[src/include/tbc_pkg.sv]
`default_nettype none
package tbc_pkg;
   // Register byte addresses: printed offsets are not all multiples of four, so index * 4
   localparam logic [7:0] IDX_TENBASE = 8'h1A;
   localparam logic [7:0] IDX_SELFTEST_ERR_GAP = 8'h1B;
   localparam logic [7:0] IDX_SELFTEST_LEN = 8'h1C;
   localparam logic [7:0] IDX_IRQ_STATUS = 8'h30;
   localparam logic [7:0] IDX_IRQ_MASK = 8'h31;
   localparam logic [7:0] IDX_PHY_STATUS = 8'h10;
   localparam int ADDR_W = 12;
   // Tenbase control field positions
   localparam int TB_THRESH_BIT = 13;
   localparam int TB_SQ_LSB = 9;
   localparam int TB_SQ_W = 4;
   localparam int TB_NLP_BIT = 7;
   localparam int TB_POL_BIT = 4;
   localparam int TB_JAB_BIT = 0;
   localparam int PS_POL_BIT = 12;
   localparam logic [3:0] SQ_MAX = 4'h8;
   // Self-test fields
   localparam int ERR_LSB = 8;
   localparam int ERR_LOCK_BIT = 15;
   localparam logic [7:0] ERR_SAT = 8'hFF;
   localparam logic [7:0] GAP_RESET = 8'h7D;
   localparam logic [10:0] LEN_RESET = 11'h5EE;
   localparam int GAP_MULT = 4;
   // Interrupt status bits
   localparam int IRQ_POL = 0;
   localparam int IRQ_ERR = 1;
   localparam int IRQ_W = 2;
   // AXI responses
   localparam logic [1:0] RESP_OKAY = 2'h0;
   localparam logic [1:0] RESP_SLVERR = 2'h2;
endpackage : tbc_pkg
`default_nettype wire

[src/logic/tbc_regs.sv]
// Summary of operation
// - Bit 13 set applies lowered receive threshold for longer cables.
// - Squelch field bits 12-9, 200mV plus 50mV per code, max code 0x8.
// - Bit 7 clear sends link pulses; set suppresses them.
// - Bit 4 shows receive polarity, always equal to status copy bit 12.
// - Reading tenbase register clears both polarity copies; status read clears neither.
// - Bit 0 set disables jabber, only effective in 10BASE-Te mode.
// - Bits 15-8 of first self-test register count errored PRBS bytes.
// - Writing 1 to bit 15 captures count and clears running counter.
// - With counter mode 0 the errored-byte counter saturates at 0xFF.
// - Generator gap in bytes is bits 7-0 times four, reset 0x7D.
// - Generator frame length is bits 10-0 of second register, reset 0x5EE.
`default_nettype none
module tbc_regs
(
   input wire logic aclk,
   input wire logic aresetn,
   input wire logic [tbc_pkg::ADDR_W-1:0] s_axi_awaddr,
   input wire logic s_axi_awvalid,
   output logic s_axi_awready,
   input wire logic [31:0] s_axi_wdata,
   input wire logic [3:0] s_axi_wstrb,
   input wire logic s_axi_wvalid,
   output logic s_axi_wready,
   output logic [1:0] s_axi_bresp,
   output logic s_axi_bvalid,
   input wire logic s_axi_bready,
   input wire logic [tbc_pkg::ADDR_W-1:0] s_axi_araddr,
   input wire logic s_axi_arvalid,
   output logic s_axi_arready,
   output logic [31:0] s_axi_rdata,
   output logic [1:0] s_axi_rresp,
   output logic s_axi_rvalid,
   input wire logic s_axi_rready,
   input wire logic rx_polarity_inverted,
   input wire logic prbs_byte_error,
   input wire logic error_counter_mode,
   output logic lower_rx_threshold,
   output logic [3:0] squelch_level,
   output logic link_pulse_tx_off,
   output logic jabber_off,
   output logic [7:0] generator_gap_quads,
   output logic [9:0] generator_gap_bytes,
   output logic [10:0] generator_frame_bytes,
   output logic phy_status_polarity,
   output logic irq
);

   // All state lives in one packed struct so that reset, hold and update
   // are each written once. The bus slots hold one address and one data
   // beat; a second beat waits on ready rather than being queued, which
   // keeps the slave small at the cost of one idle cycle between writes.
   // The polarity chain is the only part fed from outside the clock domain.
   typedef struct packed {
      logic pol_s1;
      logic pol_s2;
      logic pol_prev;
      logic polarity;
      logic thresh;
      logic [3:0] squelch;
      logic nlp_off;
      logic jab_off;
      logic [7:0] err_run;
      logic [7:0] err_held;
      logic [7:0] gap;
      logic [10:0] len;
      logic [1:0] irq_status;
      logic [1:0] irq_mask;
      logic aw_hold;
      logic [tbc_pkg::ADDR_W-1:0] aw_addr;
      logic w_hold;
      logic [31:0] w_data;
      logic [3:0] w_strb;
      logic bvalid;
      logic [1:0] bresp;
      logic rvalid;
      logic [31:0] rdata;
      logic [1:0] rresp;
   } tbc_state_t;

   tbc_state_t st;
   tbc_state_t next_st;

   // Word index of a byte address; unaligned or out-of-window addresses never match
   // Upper address bits are checked so that no register shows up at an alias
   // Index 0xFF is left unmapped on purpose and serves as the miss code
   function automatic logic [7:0] tbc_index(input logic [tbc_pkg::ADDR_W-1:0] a);
      logic ok;
      ok = (a[1:0] == 2'h0) && (a[tbc_pkg::ADDR_W-1:10] == 2'h0);
      tbc_index = ok ? a[9:2] : 8'hFF;
   endfunction : tbc_index

   // Mapped test shared by both channels, so read and write agree on the map

   function automatic logic tbc_mapped(input logic [7:0] i);
      tbc_mapped = (i == tbc_pkg::IDX_TENBASE) || (i == tbc_pkg::IDX_SELFTEST_ERR_GAP) ||
         (i == tbc_pkg::IDX_SELFTEST_LEN) || (i == tbc_pkg::IDX_IRQ_STATUS) ||
         (i == tbc_pkg::IDX_IRQ_MASK) || (i == tbc_pkg::IDX_PHY_STATUS);
   endfunction : tbc_mapped

   logic [7:0] widx;
   logic [7:0] ridx;
   logic do_write;
   logic do_read;
   logic [15:0] tb_word;
   logic [15:0] wd;
   logic [15:0] wmask;

   // Decode, and tenbase read image built from live state
   // A write fires only once both beats are held and the last response is gone;
   // a read fires as soon as the read slot is free, one address per answer.
   // Strobes are widened to a bit mask so each field obeys the lane that holds it.
   always_comb
   begin
      widx = tbc_index(st.aw_addr);
      ridx = tbc_index(s_axi_araddr);
      do_write = st.aw_hold && st.w_hold && !st.bvalid;
      do_read = s_axi_arvalid && !st.rvalid;
      wd = st.w_data[15:0];
      wmask = {{8{st.w_strb[1]}}, {8{st.w_strb[0]}}};
      tb_word = 16'h0000;
      tb_word[tbc_pkg::TB_THRESH_BIT] = st.thresh;
      tb_word[tbc_pkg::TB_SQ_LSB +: tbc_pkg::TB_SQ_W] = st.squelch;
      tb_word[tbc_pkg::TB_NLP_BIT] = st.nlp_off;
      tb_word[tbc_pkg::TB_POL_BIT] = st.polarity;
      tb_word[tbc_pkg::TB_JAB_BIT] = st.jab_off;
   end

   // Next-state logic for bus slave, fields and event counters
   // Order matters here: later assignments win, so event sets are placed after
   // the software clears they compete with. That keeps a flag from being lost
   // when an event lands in the very cycle that software clears it.
   // The counter and interrupt flags are written in more than one branch below;
   // every branch starts from the copy of the current state.
   always_comb
   begin
      next_st = st;
      // Polarity pin crosses in through two flops before use
      next_st.pol_s1 = rx_polarity_inverted;
      next_st.pol_s2 = st.pol_s1;
      next_st.pol_prev = st.pol_s2;
      // Write channel capture, either order
      if (s_axi_awvalid && !st.aw_hold)
      begin
         next_st.aw_hold = 1'b1;
         next_st.aw_addr = s_axi_awaddr;
      end
      if (s_axi_wvalid && !st.w_hold)
      begin
         next_st.w_hold = 1'b1;
         next_st.w_data = s_axi_wdata;
         next_st.w_strb = s_axi_wstrb;
      end
      if (st.bvalid && s_axi_bready)
      begin
         next_st.bvalid = 1'b0;
      end
      if (st.rvalid && s_axi_rready)
      begin
         next_st.rvalid = 1'b0;
      end
      // Errored-byte counter; saturates in mode 0, wraps otherwise
      if (prbs_byte_error)
      begin
         if (error_counter_mode || st.err_run != tbc_pkg::ERR_SAT)
         begin
            next_st.err_run = st.err_run + 8'h01;
         end
         next_st.irq_status[tbc_pkg::IRQ_ERR] = 1'b1;
      end
      // Register write: only defined fields take data, others ignored
      // Unmapped writes answer with an error and change nothing, so a stray
      // address from software cannot disturb the receiver configuration.
      // The capture bit is an action, not a field: it is never stored.
      if (do_write)
      begin
         next_st.aw_hold = 1'b0;
         next_st.w_hold = 1'b0;
         next_st.bvalid = 1'b1;
         next_st.bresp = tbc_mapped(widx) ? tbc_pkg::RESP_OKAY : tbc_pkg::RESP_SLVERR;
         unique case (widx)
            tbc_pkg::IDX_TENBASE:
            begin
               if (wmask[tbc_pkg::TB_THRESH_BIT])
               begin
                  next_st.thresh = wd[tbc_pkg::TB_THRESH_BIT];
                  next_st.squelch = wd[tbc_pkg::TB_SQ_LSB +: tbc_pkg::TB_SQ_W];
               end
               if (wmask[tbc_pkg::TB_NLP_BIT])
               begin
                  next_st.nlp_off = wd[tbc_pkg::TB_NLP_BIT];
                  next_st.jab_off = wd[tbc_pkg::TB_JAB_BIT];
               end
            end
            tbc_pkg::IDX_SELFTEST_ERR_GAP:
            begin
               if (wmask[tbc_pkg::ERR_LOCK_BIT] && wd[tbc_pkg::ERR_LOCK_BIT])
               begin
                  // Capture and restart; an error in this cycle is counted afresh
                  next_st.err_held = st.err_run;
                  next_st.err_run = prbs_byte_error ? 8'h01 : 8'h00;
               end
               if (wmask[0])
               begin
                  next_st.gap = wd[7:0];
               end
            end
            tbc_pkg::IDX_SELFTEST_LEN:
            begin
               next_st.len = (wd[10:0] & wmask[10:0]) | (st.len & ~wmask[10:0]);
            end
            tbc_pkg::IDX_IRQ_STATUS:
            begin
               next_st.irq_status = st.irq_status & ~(wd[1:0] & wmask[1:0]);
            end
            tbc_pkg::IDX_IRQ_MASK:
            begin
               next_st.irq_mask = (wd[1:0] & wmask[1:0]) | (st.irq_mask & ~wmask[1:0]);
            end
            default:
            begin
            end
         endcase
         // Error event in the clear cycle keeps its flag
         if (prbs_byte_error)
         begin
            next_st.irq_status[tbc_pkg::IRQ_ERR] = 1'b1;
         end
      end
      // Register read, one cycle after arvalid
      // Data is registered so the answer stands unchanged until rready, even
      // if the fields move meanwhile. Reading the tenbase word is the only read
      // with a side effect, clearing the shared polarity flag.
      // Unmapped reads return zero with an error response.
      if (do_read)
      begin
         next_st.rvalid = 1'b1;
         next_st.rdata = 32'h0000_0000;
         next_st.rresp = tbc_mapped(ridx) ? tbc_pkg::RESP_OKAY : tbc_pkg::RESP_SLVERR;
         unique case (ridx)
            tbc_pkg::IDX_TENBASE:
            begin
               next_st.rdata[15:0] = tb_word;
               next_st.polarity = 1'b0;
            end
            tbc_pkg::IDX_SELFTEST_ERR_GAP:
            begin
               next_st.rdata[15:0] = {st.err_held, st.gap};
            end
            tbc_pkg::IDX_SELFTEST_LEN:
            begin
               next_st.rdata[10:0] = st.len;
            end
            tbc_pkg::IDX_IRQ_STATUS:
            begin
               next_st.rdata[1:0] = st.irq_status;
            end
            tbc_pkg::IDX_IRQ_MASK:
            begin
               next_st.rdata[1:0] = st.irq_mask;
            end
            tbc_pkg::IDX_PHY_STATUS:
            begin
               // Status copy read leaves the flag alone
               next_st.rdata[tbc_pkg::PS_POL_BIT] = st.polarity;
            end
            default:
            begin
            end
         endcase
      end
      // Inverted polarity detection sets the flag; detection beats the read clear
      // While the pin stays high the flag simply reasserts, so software sees it
      // again on the next read; the interrupt only marks the rising edge.
      if (st.pol_s2)
      begin
         next_st.polarity = 1'b1;
      end
      if (st.pol_s2 && !st.pol_prev)
      begin
         next_st.irq_status[tbc_pkg::IRQ_POL] = 1'b1;
      end
   end

   // State register with synchronous reset
   // Reset loads constants only; the two non-zero fields are the generator
   // defaults, everything else including the sync chain starts at zero.
   // The chain's zero matches the pin's idle level, so no false edge follows.
   always_ff @(posedge aclk)
   begin
      if (!aresetn)
      begin
         st <= '0;
         st.gap <= tbc_pkg::GAP_RESET;
         st.len <= tbc_pkg::LEN_RESET;
      end
      else
      begin
         st <= next_st;
      end
   end

   // Handshakes: ready while the holding slot is free
   // Readies are combinational from state only, never from a valid input,
   // so no path runs from master valid back to master ready in one cycle.
   // Responses come straight from flops and stand until taken.
   assign s_axi_awready = !st.aw_hold;
   assign s_axi_wready = !st.w_hold;
   assign s_axi_bvalid = st.bvalid;
   assign s_axi_bresp = st.bresp;
   assign s_axi_arready = !st.rvalid;
   assign s_axi_rvalid = st.rvalid;
   assign s_axi_rdata = st.rdata;
   assign s_axi_rresp = st.rresp;

   // Field outputs straight from flops
   // The gap in bytes is only a wiring shift of the field, no extra register.
   // Squelch codes above the top documented code are stored as written;
   // the receiver must treat them as its highest setting.
   assign lower_rx_threshold = st.thresh;
   assign squelch_level = st.squelch;
   assign link_pulse_tx_off = st.nlp_off;
   assign jabber_off = st.jab_off;
   assign generator_gap_quads = st.gap;
   assign generator_gap_bytes = {st.gap, 2'b00};
   assign generator_frame_bytes = st.len;
   assign phy_status_polarity = st.polarity;
   // Level interrupt, high while any unmasked status bit is set
   // Masking hides a flag from the pin but does not stop it being recorded
   assign irq = |(st.irq_status & st.irq_mask);

endmodule : tbc_regs
`default_nettype wire

[config.mk]
export PLATFORM = sky130hd
export DESIGN_NAME = tbc_regs
export DESIGN_NICKNAME = d
export VERILOG_FILES = /design/src/include/tbc_pkg.sv /design/src/logic/tbc_regs.sv
export SDC_FILE = /design/constraint.sdc
export NUM_CORES = 1
export LEC_CHECK = 0
export BUFFER_PORTS_ARGS = -buffer_cell sky130_fd_sc_hd__buf_2
export CAP_MARGIN = 10
export CORE_UTILIZATION = 51
export DETAILED_ROUTE_END_ITERATION = 8
export PLACE_DENSITY = 0.8
export RECOVER_POWER = 25
export SLEW_MARGIN = 20
export SYNTH_ARGS = -nofsm -noshare
export SYNTH_HDL_FRONTEND = slang
export SYNTH_SLANG_ARGS = --single-unit
[constraint.sdc]
create_clock -name aclk -period 2.5 [get_ports aclk]
set_input_delay 0.5 -clock aclk [delete_from_list [all_inputs] [get_ports aclk]]
set_output_delay 0.5 -clock aclk [all_outputs]
set_load 0.01 [all_outputs]
# Yosys cells after proc, flatten, opt, wreduce, memory -nomap -nowiden
# Index checks and enable logic that the tools add are counted.
dict set report op_classes {
  addsub 1
  mul 0
  div 0
  magnitude_cmp 0
  n_eq_ne 13
  n_shift 0
  n_mux 30
  bitwise 12
  reduce_logical 47
}
# operator n
set op_table {}
lappend op_table {{== test 8 x 5 -> 1 bit, second input constant} 8}
lappend op_table {{two-way mux 40 bit} 1}
lappend op_table {{two-way mux 8 bit} 5}
lappend op_table {{two-way mux 35 bit} 1}
lappend op_table {{== test 8 x 6 -> 1 bit, second input constant} 4}
lappend op_table {{case mux 9 bit (3 select lines)} 1}
lappend op_table {{two-way mux 24 bit} 1}
lappend op_table {{bitwise AND 11 bit} 2}
lappend op_table {{two-way mux 16 bit} 1}
lappend op_table {{two-way mux 13 bit} 1}
lappend op_table {{AND reduction 3 bit} 4}
lappend op_table {{nonzero test 2 bit} 6}
lappend op_table {{logical AND 1 bit} 11}
lappend op_table {{logical OR 1 bit} 11}
lappend op_table {{two-way mux 11 bit} 1}
lappend op_table {{inverter 11 bit} 1}
lappend op_table {{OR 11 bit} 1}
lappend op_table {{case mux 2 bit (5 select lines)} 1}
lappend op_table {{two-way mux 1 bit} 9}
lappend op_table {{adder 8 x 1 -> 8 bit, second input constant} 1}
lappend op_table {{bitwise AND 2 bit} 4}
lappend op_table {{logical NOT 2 bit} 4}
lappend op_table {{two-way mux 2 bit} 4}
lappend op_table {{!= test 8 bit, second input constant} 1}
lappend op_table {{10 further kinds} 19}
dict set report word_totals {
  register_bits 104
  latchBits 0
  mem_bits_rw 0
  romBits 0
  in_bits 70
  out_inout_bits 79
  memories 0
}

# Logic depth before layout (Yosys ltp)
dict set report depth {
  depth_word 11
  ltp_mapped 6
  ltp_nobuf 5
}

# Least setup slack after synthesis
# No wires, ideal clock.
dict set report synth_path {
  path_type {in2reg}
  start {in s_axi_araddr[1] in the netlist's numbering}
  end {reg st (netlist bit s_axi_rdata[11])}
  setup_ns 0.070
  t_arrival_ns 2.016
  t_required_ns 2.430
  setup_slack_ns 0.414
  cell_stages 5
  path_buffers 1
  cell_sequence {or4b_4 or3_1 buf_2 or3_1 a21oi_1}
}
dict set report synth_via {
  elab_chain_len 5
}
# element line_no
set synth_rtl {}
lappend synth_rtl {{start, declared} tbc_regs.sv:28} ;# input wire logic [tbc_pkg::ADDR_W-1:0] s_axi_araddr,
lappend synth_rtl {{logical NOT 2 bit (*)} tbc_regs.sv:89} ;# ok = (a[1:0] == 2'h0) && (a[tbc_pkg::ADDR_W-1:10] == 2'h0);
lappend synth_rtl {{logical AND 1 bit (*)} tbc_regs.sv:89}
lappend synth_rtl {{two-way mux 8 bit (*)} tbc_regs.sv:90} ;# tbc_index = ok ? a[9:2] : 8'hFF;
lappend synth_rtl {{== test 8 x 5 -> 1 bit} tbc_regs.sv:240} ;# unique case (ridx)
lappend synth_rtl {{case mux 1 bit (2 select lines) (*)} tbc_regs.sv:240}
lappend synth_rtl {{end signal, assigned} tbc_regs.sv:299} ;# st <= next_st;
lappend synth_rtl {{end, declared} tbc_regs.sv:81} ;# tbc_state_t st;
# Mark *: on every way between the ends. The rest lies on a longest branch, timed or not.
# A chain may end at the register's enable or synchronous reset.

==> impl_metrics.env <==
export IMPL_numCtsBuffers=9
export IMPL_synth_mux_area_frac=0.0231
export IMPL_power_density_mw_per_mm2=591
export IMPL_row_count=34
export IMPL_grt_use_met2=0.353
export IMPL_die_area_mm2=0.00975
export IMPL_synth_compound_area_frac=0.175
export IMPL_path_class="in -> reg"
export IMPL_vias=4175
export IMPL_synthArstFlopShare=0
export IMPL_clock_fmax_mhz=475
export IMPL_peakVddDrop_v=0.000309
export IMPL_grt_busiest_layer="met2"
export IMPL_port_buffers=109
export IMPL_worst_skew_pair_late_latency_ns=0.37
export IMPL_grt_pass1_wl_mm=18.1
export IMPL_place_congestion=0.892
export IMPL_final_cell_area_mm2=0.00515
export IMPL_vias_per_cell=5.62
export IMPL_avgSynthCellArea_um2=8.22
export IMPL_cp_slowest_stage_delay_ns=0.91
export IMPL_seqCellArea_mm2=0.00202
export IMPL_drive_gt1_frac=0.200
export IMPL_grt_ovfl_total=0
export IMPL_syn_area_mm2=0.00477
export IMPL_dp_hpwl_mm=8.18
export IMPL_start_kind="input port"
export IMPL_drv_slew=0
export IMPL_synth_top_family_by_area="simple AND/OR/NAND/NOR gates"
export IMPL_clock_root_buffer="clkbuf_8"
export IMPL_p_leak_nw=1.99
export IMPL_synthCells=581
export IMPL_dpl_cell_area_mm2=0.00497
export IMPL_final_common_cell="dfxtp_1"
export IMPL_period_needed_ns=2.11
export IMPL_synth_seq_cells=101
export IMPL_yosys_area_share_simple=0.217
export IMPL_cts_repair_resize_count=0
export IMPL_setup_violations_final=0
export IMPL_synth_fa_ha_area_frac=0.00262
export IMPL_layout_common_cells="dfxtp_1 (101), buf_2 (90), nand2_1 (73)"
export IMPL_rsz0062_at_grt="false"
export IMPL_status="complete, no violations"
export IMPL_core_area_mm2=0.00889
export IMPL_worst_hold_slack_ns=0.304
export IMPL_multi_input_area_mm2=0.00213
export IMPL_final_hold_viol_count=0
export IMPL_grt_pass1_vias=3747
export IMPL_yosysWarnings=0
export IMPL_max_cap_viol_count=0
export IMPL_synth_edf_count=0
export IMPL_worst_r2r_setup_slack_ns=0.56
export IMPL_synth_top_area_cell="dfxtp_1"
export IMPL_critPathRequiredTime_ns=2.80
export IMPL_synth_distinct_cells=54
export IMPL_ctsHoldBuffers=0
export IMPL_cts_sinks=101
export IMPL_grt_util_met1=0.314
export IMPL_clock_skew_ns=0.0147
export IMPL_start_util=0.537
export IMPL_die_y_um=98.7
export IMPL_max_slew_worst_pin_slew_ns=1.17
export IMPL_synth_top_area_frac=0.424
export IMPL_crit_slowest_cell="clkbuf_1"
export IMPL_cts_setup_buffers=0
export IMPL_use_met3=0.0567
export IMPL_power_total_w=0.00304
export IMPL_setup_tns_final_ns=0
export IMPL_crit_path_cell_trace="buf_2 -> clkbuf_1 -> nand4_1 -> o21ai_0"
export IMPL_ant_nets=0
export IMPL_area_growth_pct=7.81
export IMPL_relSlewSlack=0.218
export IMPL_die_width_um=98.7
export IMPL_crit_fanout=30
export IMPL_yosys_top_cells_area="dfxtp_1 (42%), buf_4 (11%), nand3_1 (6.3%), nand2_1 (5.7%), o21ai_0 (5.0%)"
export IMPL_worstPathArrival_ns=2.41
export IMPL_wl_per_cell_um=15.0
export IMPL_ys_seq_area_frac=0.424
export IMPL_grt_util_all_layers=0.231
export IMPL_cts_path_max_buffers=2
export IMPL_cts_tree="yes"
export IMPL_endpoint_kind="register"
export IMPL_clk_pin_slew_ns=0.10
export IMPL_htree_num_levels=3
export IMPL_routed_wl_mm=11.2
export IMPL_antenna_found_initial=0
export IMPL_ys_flop_type="dfxtp_1"
export IMPL_finalCritPeriodShare=0.843
export IMPL_route_detailed_drc=0
export IMPL_place_inst=727
export IMPL_drt_iter0_markers=296
export IMPL_hold_class="in -> reg"
export IMPL_drt_pass1_iter_count=5
export IMPL_fin_cells=743
export IMPL_grt_max_degree=31
export IMPL_diodes=0
export IMPL_synth_xor_area_share=0.0128
export IMPL_ios=149
export IMPL_nNetsFinal=701
export IMPL_num_fill_cells=818
-- area by class of cell --
| type | count | area share |
|---|---|---|
| clock inverters | 7 | 0.0158 |
| well taps | 108 | 0.0263 |
| multi-input cells | 385 | 0.414 |
| inverters | 11 | 0.00802 |
| flip-flops and latches | 101 | 0.393 |
| clock buffers | 9 | 0.0241 |
| repair buffers | 122 | 0.119 |
-- path summary, 6_finish.rpt --
kind | end | start | cells after the start
hold / removal | s_axi_rvalid$_SDFFE_PN0P_ | s_axi_rready | 2
setup / recovery | s_axi_rdata[9]$_SDFFE_PN0P_ | aresetn | 4
hold reg to reg | st[55]$_SDFFE_PN0P_ | st[55]$_SDFFE_PN0P_ | 2
setup reg to reg | st[120]$_SDFF_PN0_ | st[83]$_SDFFE_PN0P_ | 4
-- cells by family after synthesis --
logic type                 after synthesis
AOI/OAI and AO/OA                      140
muxes                                   11
DFF                                    101
other                                    1
buffers and inverters                  114
xor gates and xnor gates                 7
and+or+nand+nor                        206
adders and majority gates                1
-- cells in the mapped netlist (2+ instances only) --
cell type / n
nand4_1: 6
and2_1: 6
dfxtp_1: 101
o2111ai_1: 3
nand3_1: 60
buf_1: 3
a21bo_2: 2
or3_1: 6
nor2b_1: 5
a21oi_1: 47
a21boi_0: 11
a2bb2oi_1: 4
o22ai_1: 3
o31ai_1: 2
buf_4: 69
mux2i_1: 11
o21ai_0: 48
a221oi_1: 7
and4_1: 3
o211ai_1: 2
nand2b_1: 2
nand2_1: 73
buf_2: 4
a211oi_1: 3
nor3_1: 2
clkbuf_1: 27
and3_1: 4
nand4bb_1: 2
xor2_1: 6
nor4_2: 2
nor2_1: 24
inv_1: 11
-- metal layers --
| metal | routed length (um) | share of wire |
|---|---|---|
| met5 | 0 | 0 |
| met4 | 257 | 0.023 |
| met3 | 874 | 0.078 |
| met2 | 4940 | 0.44 |
| met1 | 5090 | 0.46 |
-- worst max-delay path, delay by kind of cell --
| family | cells | cell delay (ns) |
|---|---|---|
| compound gates | 1 | 0.27 |
| buf+inv | 2 | 1.23 |
| simple gates | 1 | 0.39 |
-- stage by stage --
step,worst slack [ns],utilization
2_1_floorplan,0.414,-
3_3_place_gp,0.252,0.559
3_5_place_dp,0.235,0.559
4_1_cts,0.571,0.582
5_1_grt,0.289,0.579
6_report,0.394,0.579
-- where the power goes --
group          internal, W  switching (W)
clock network     0.000477       0.000594
logic             0.000104       0.000167
registers          0.00166      0.0000423
total              0.00224       0.000803
No activity file was read; power rests on OpenSTA's default activity.
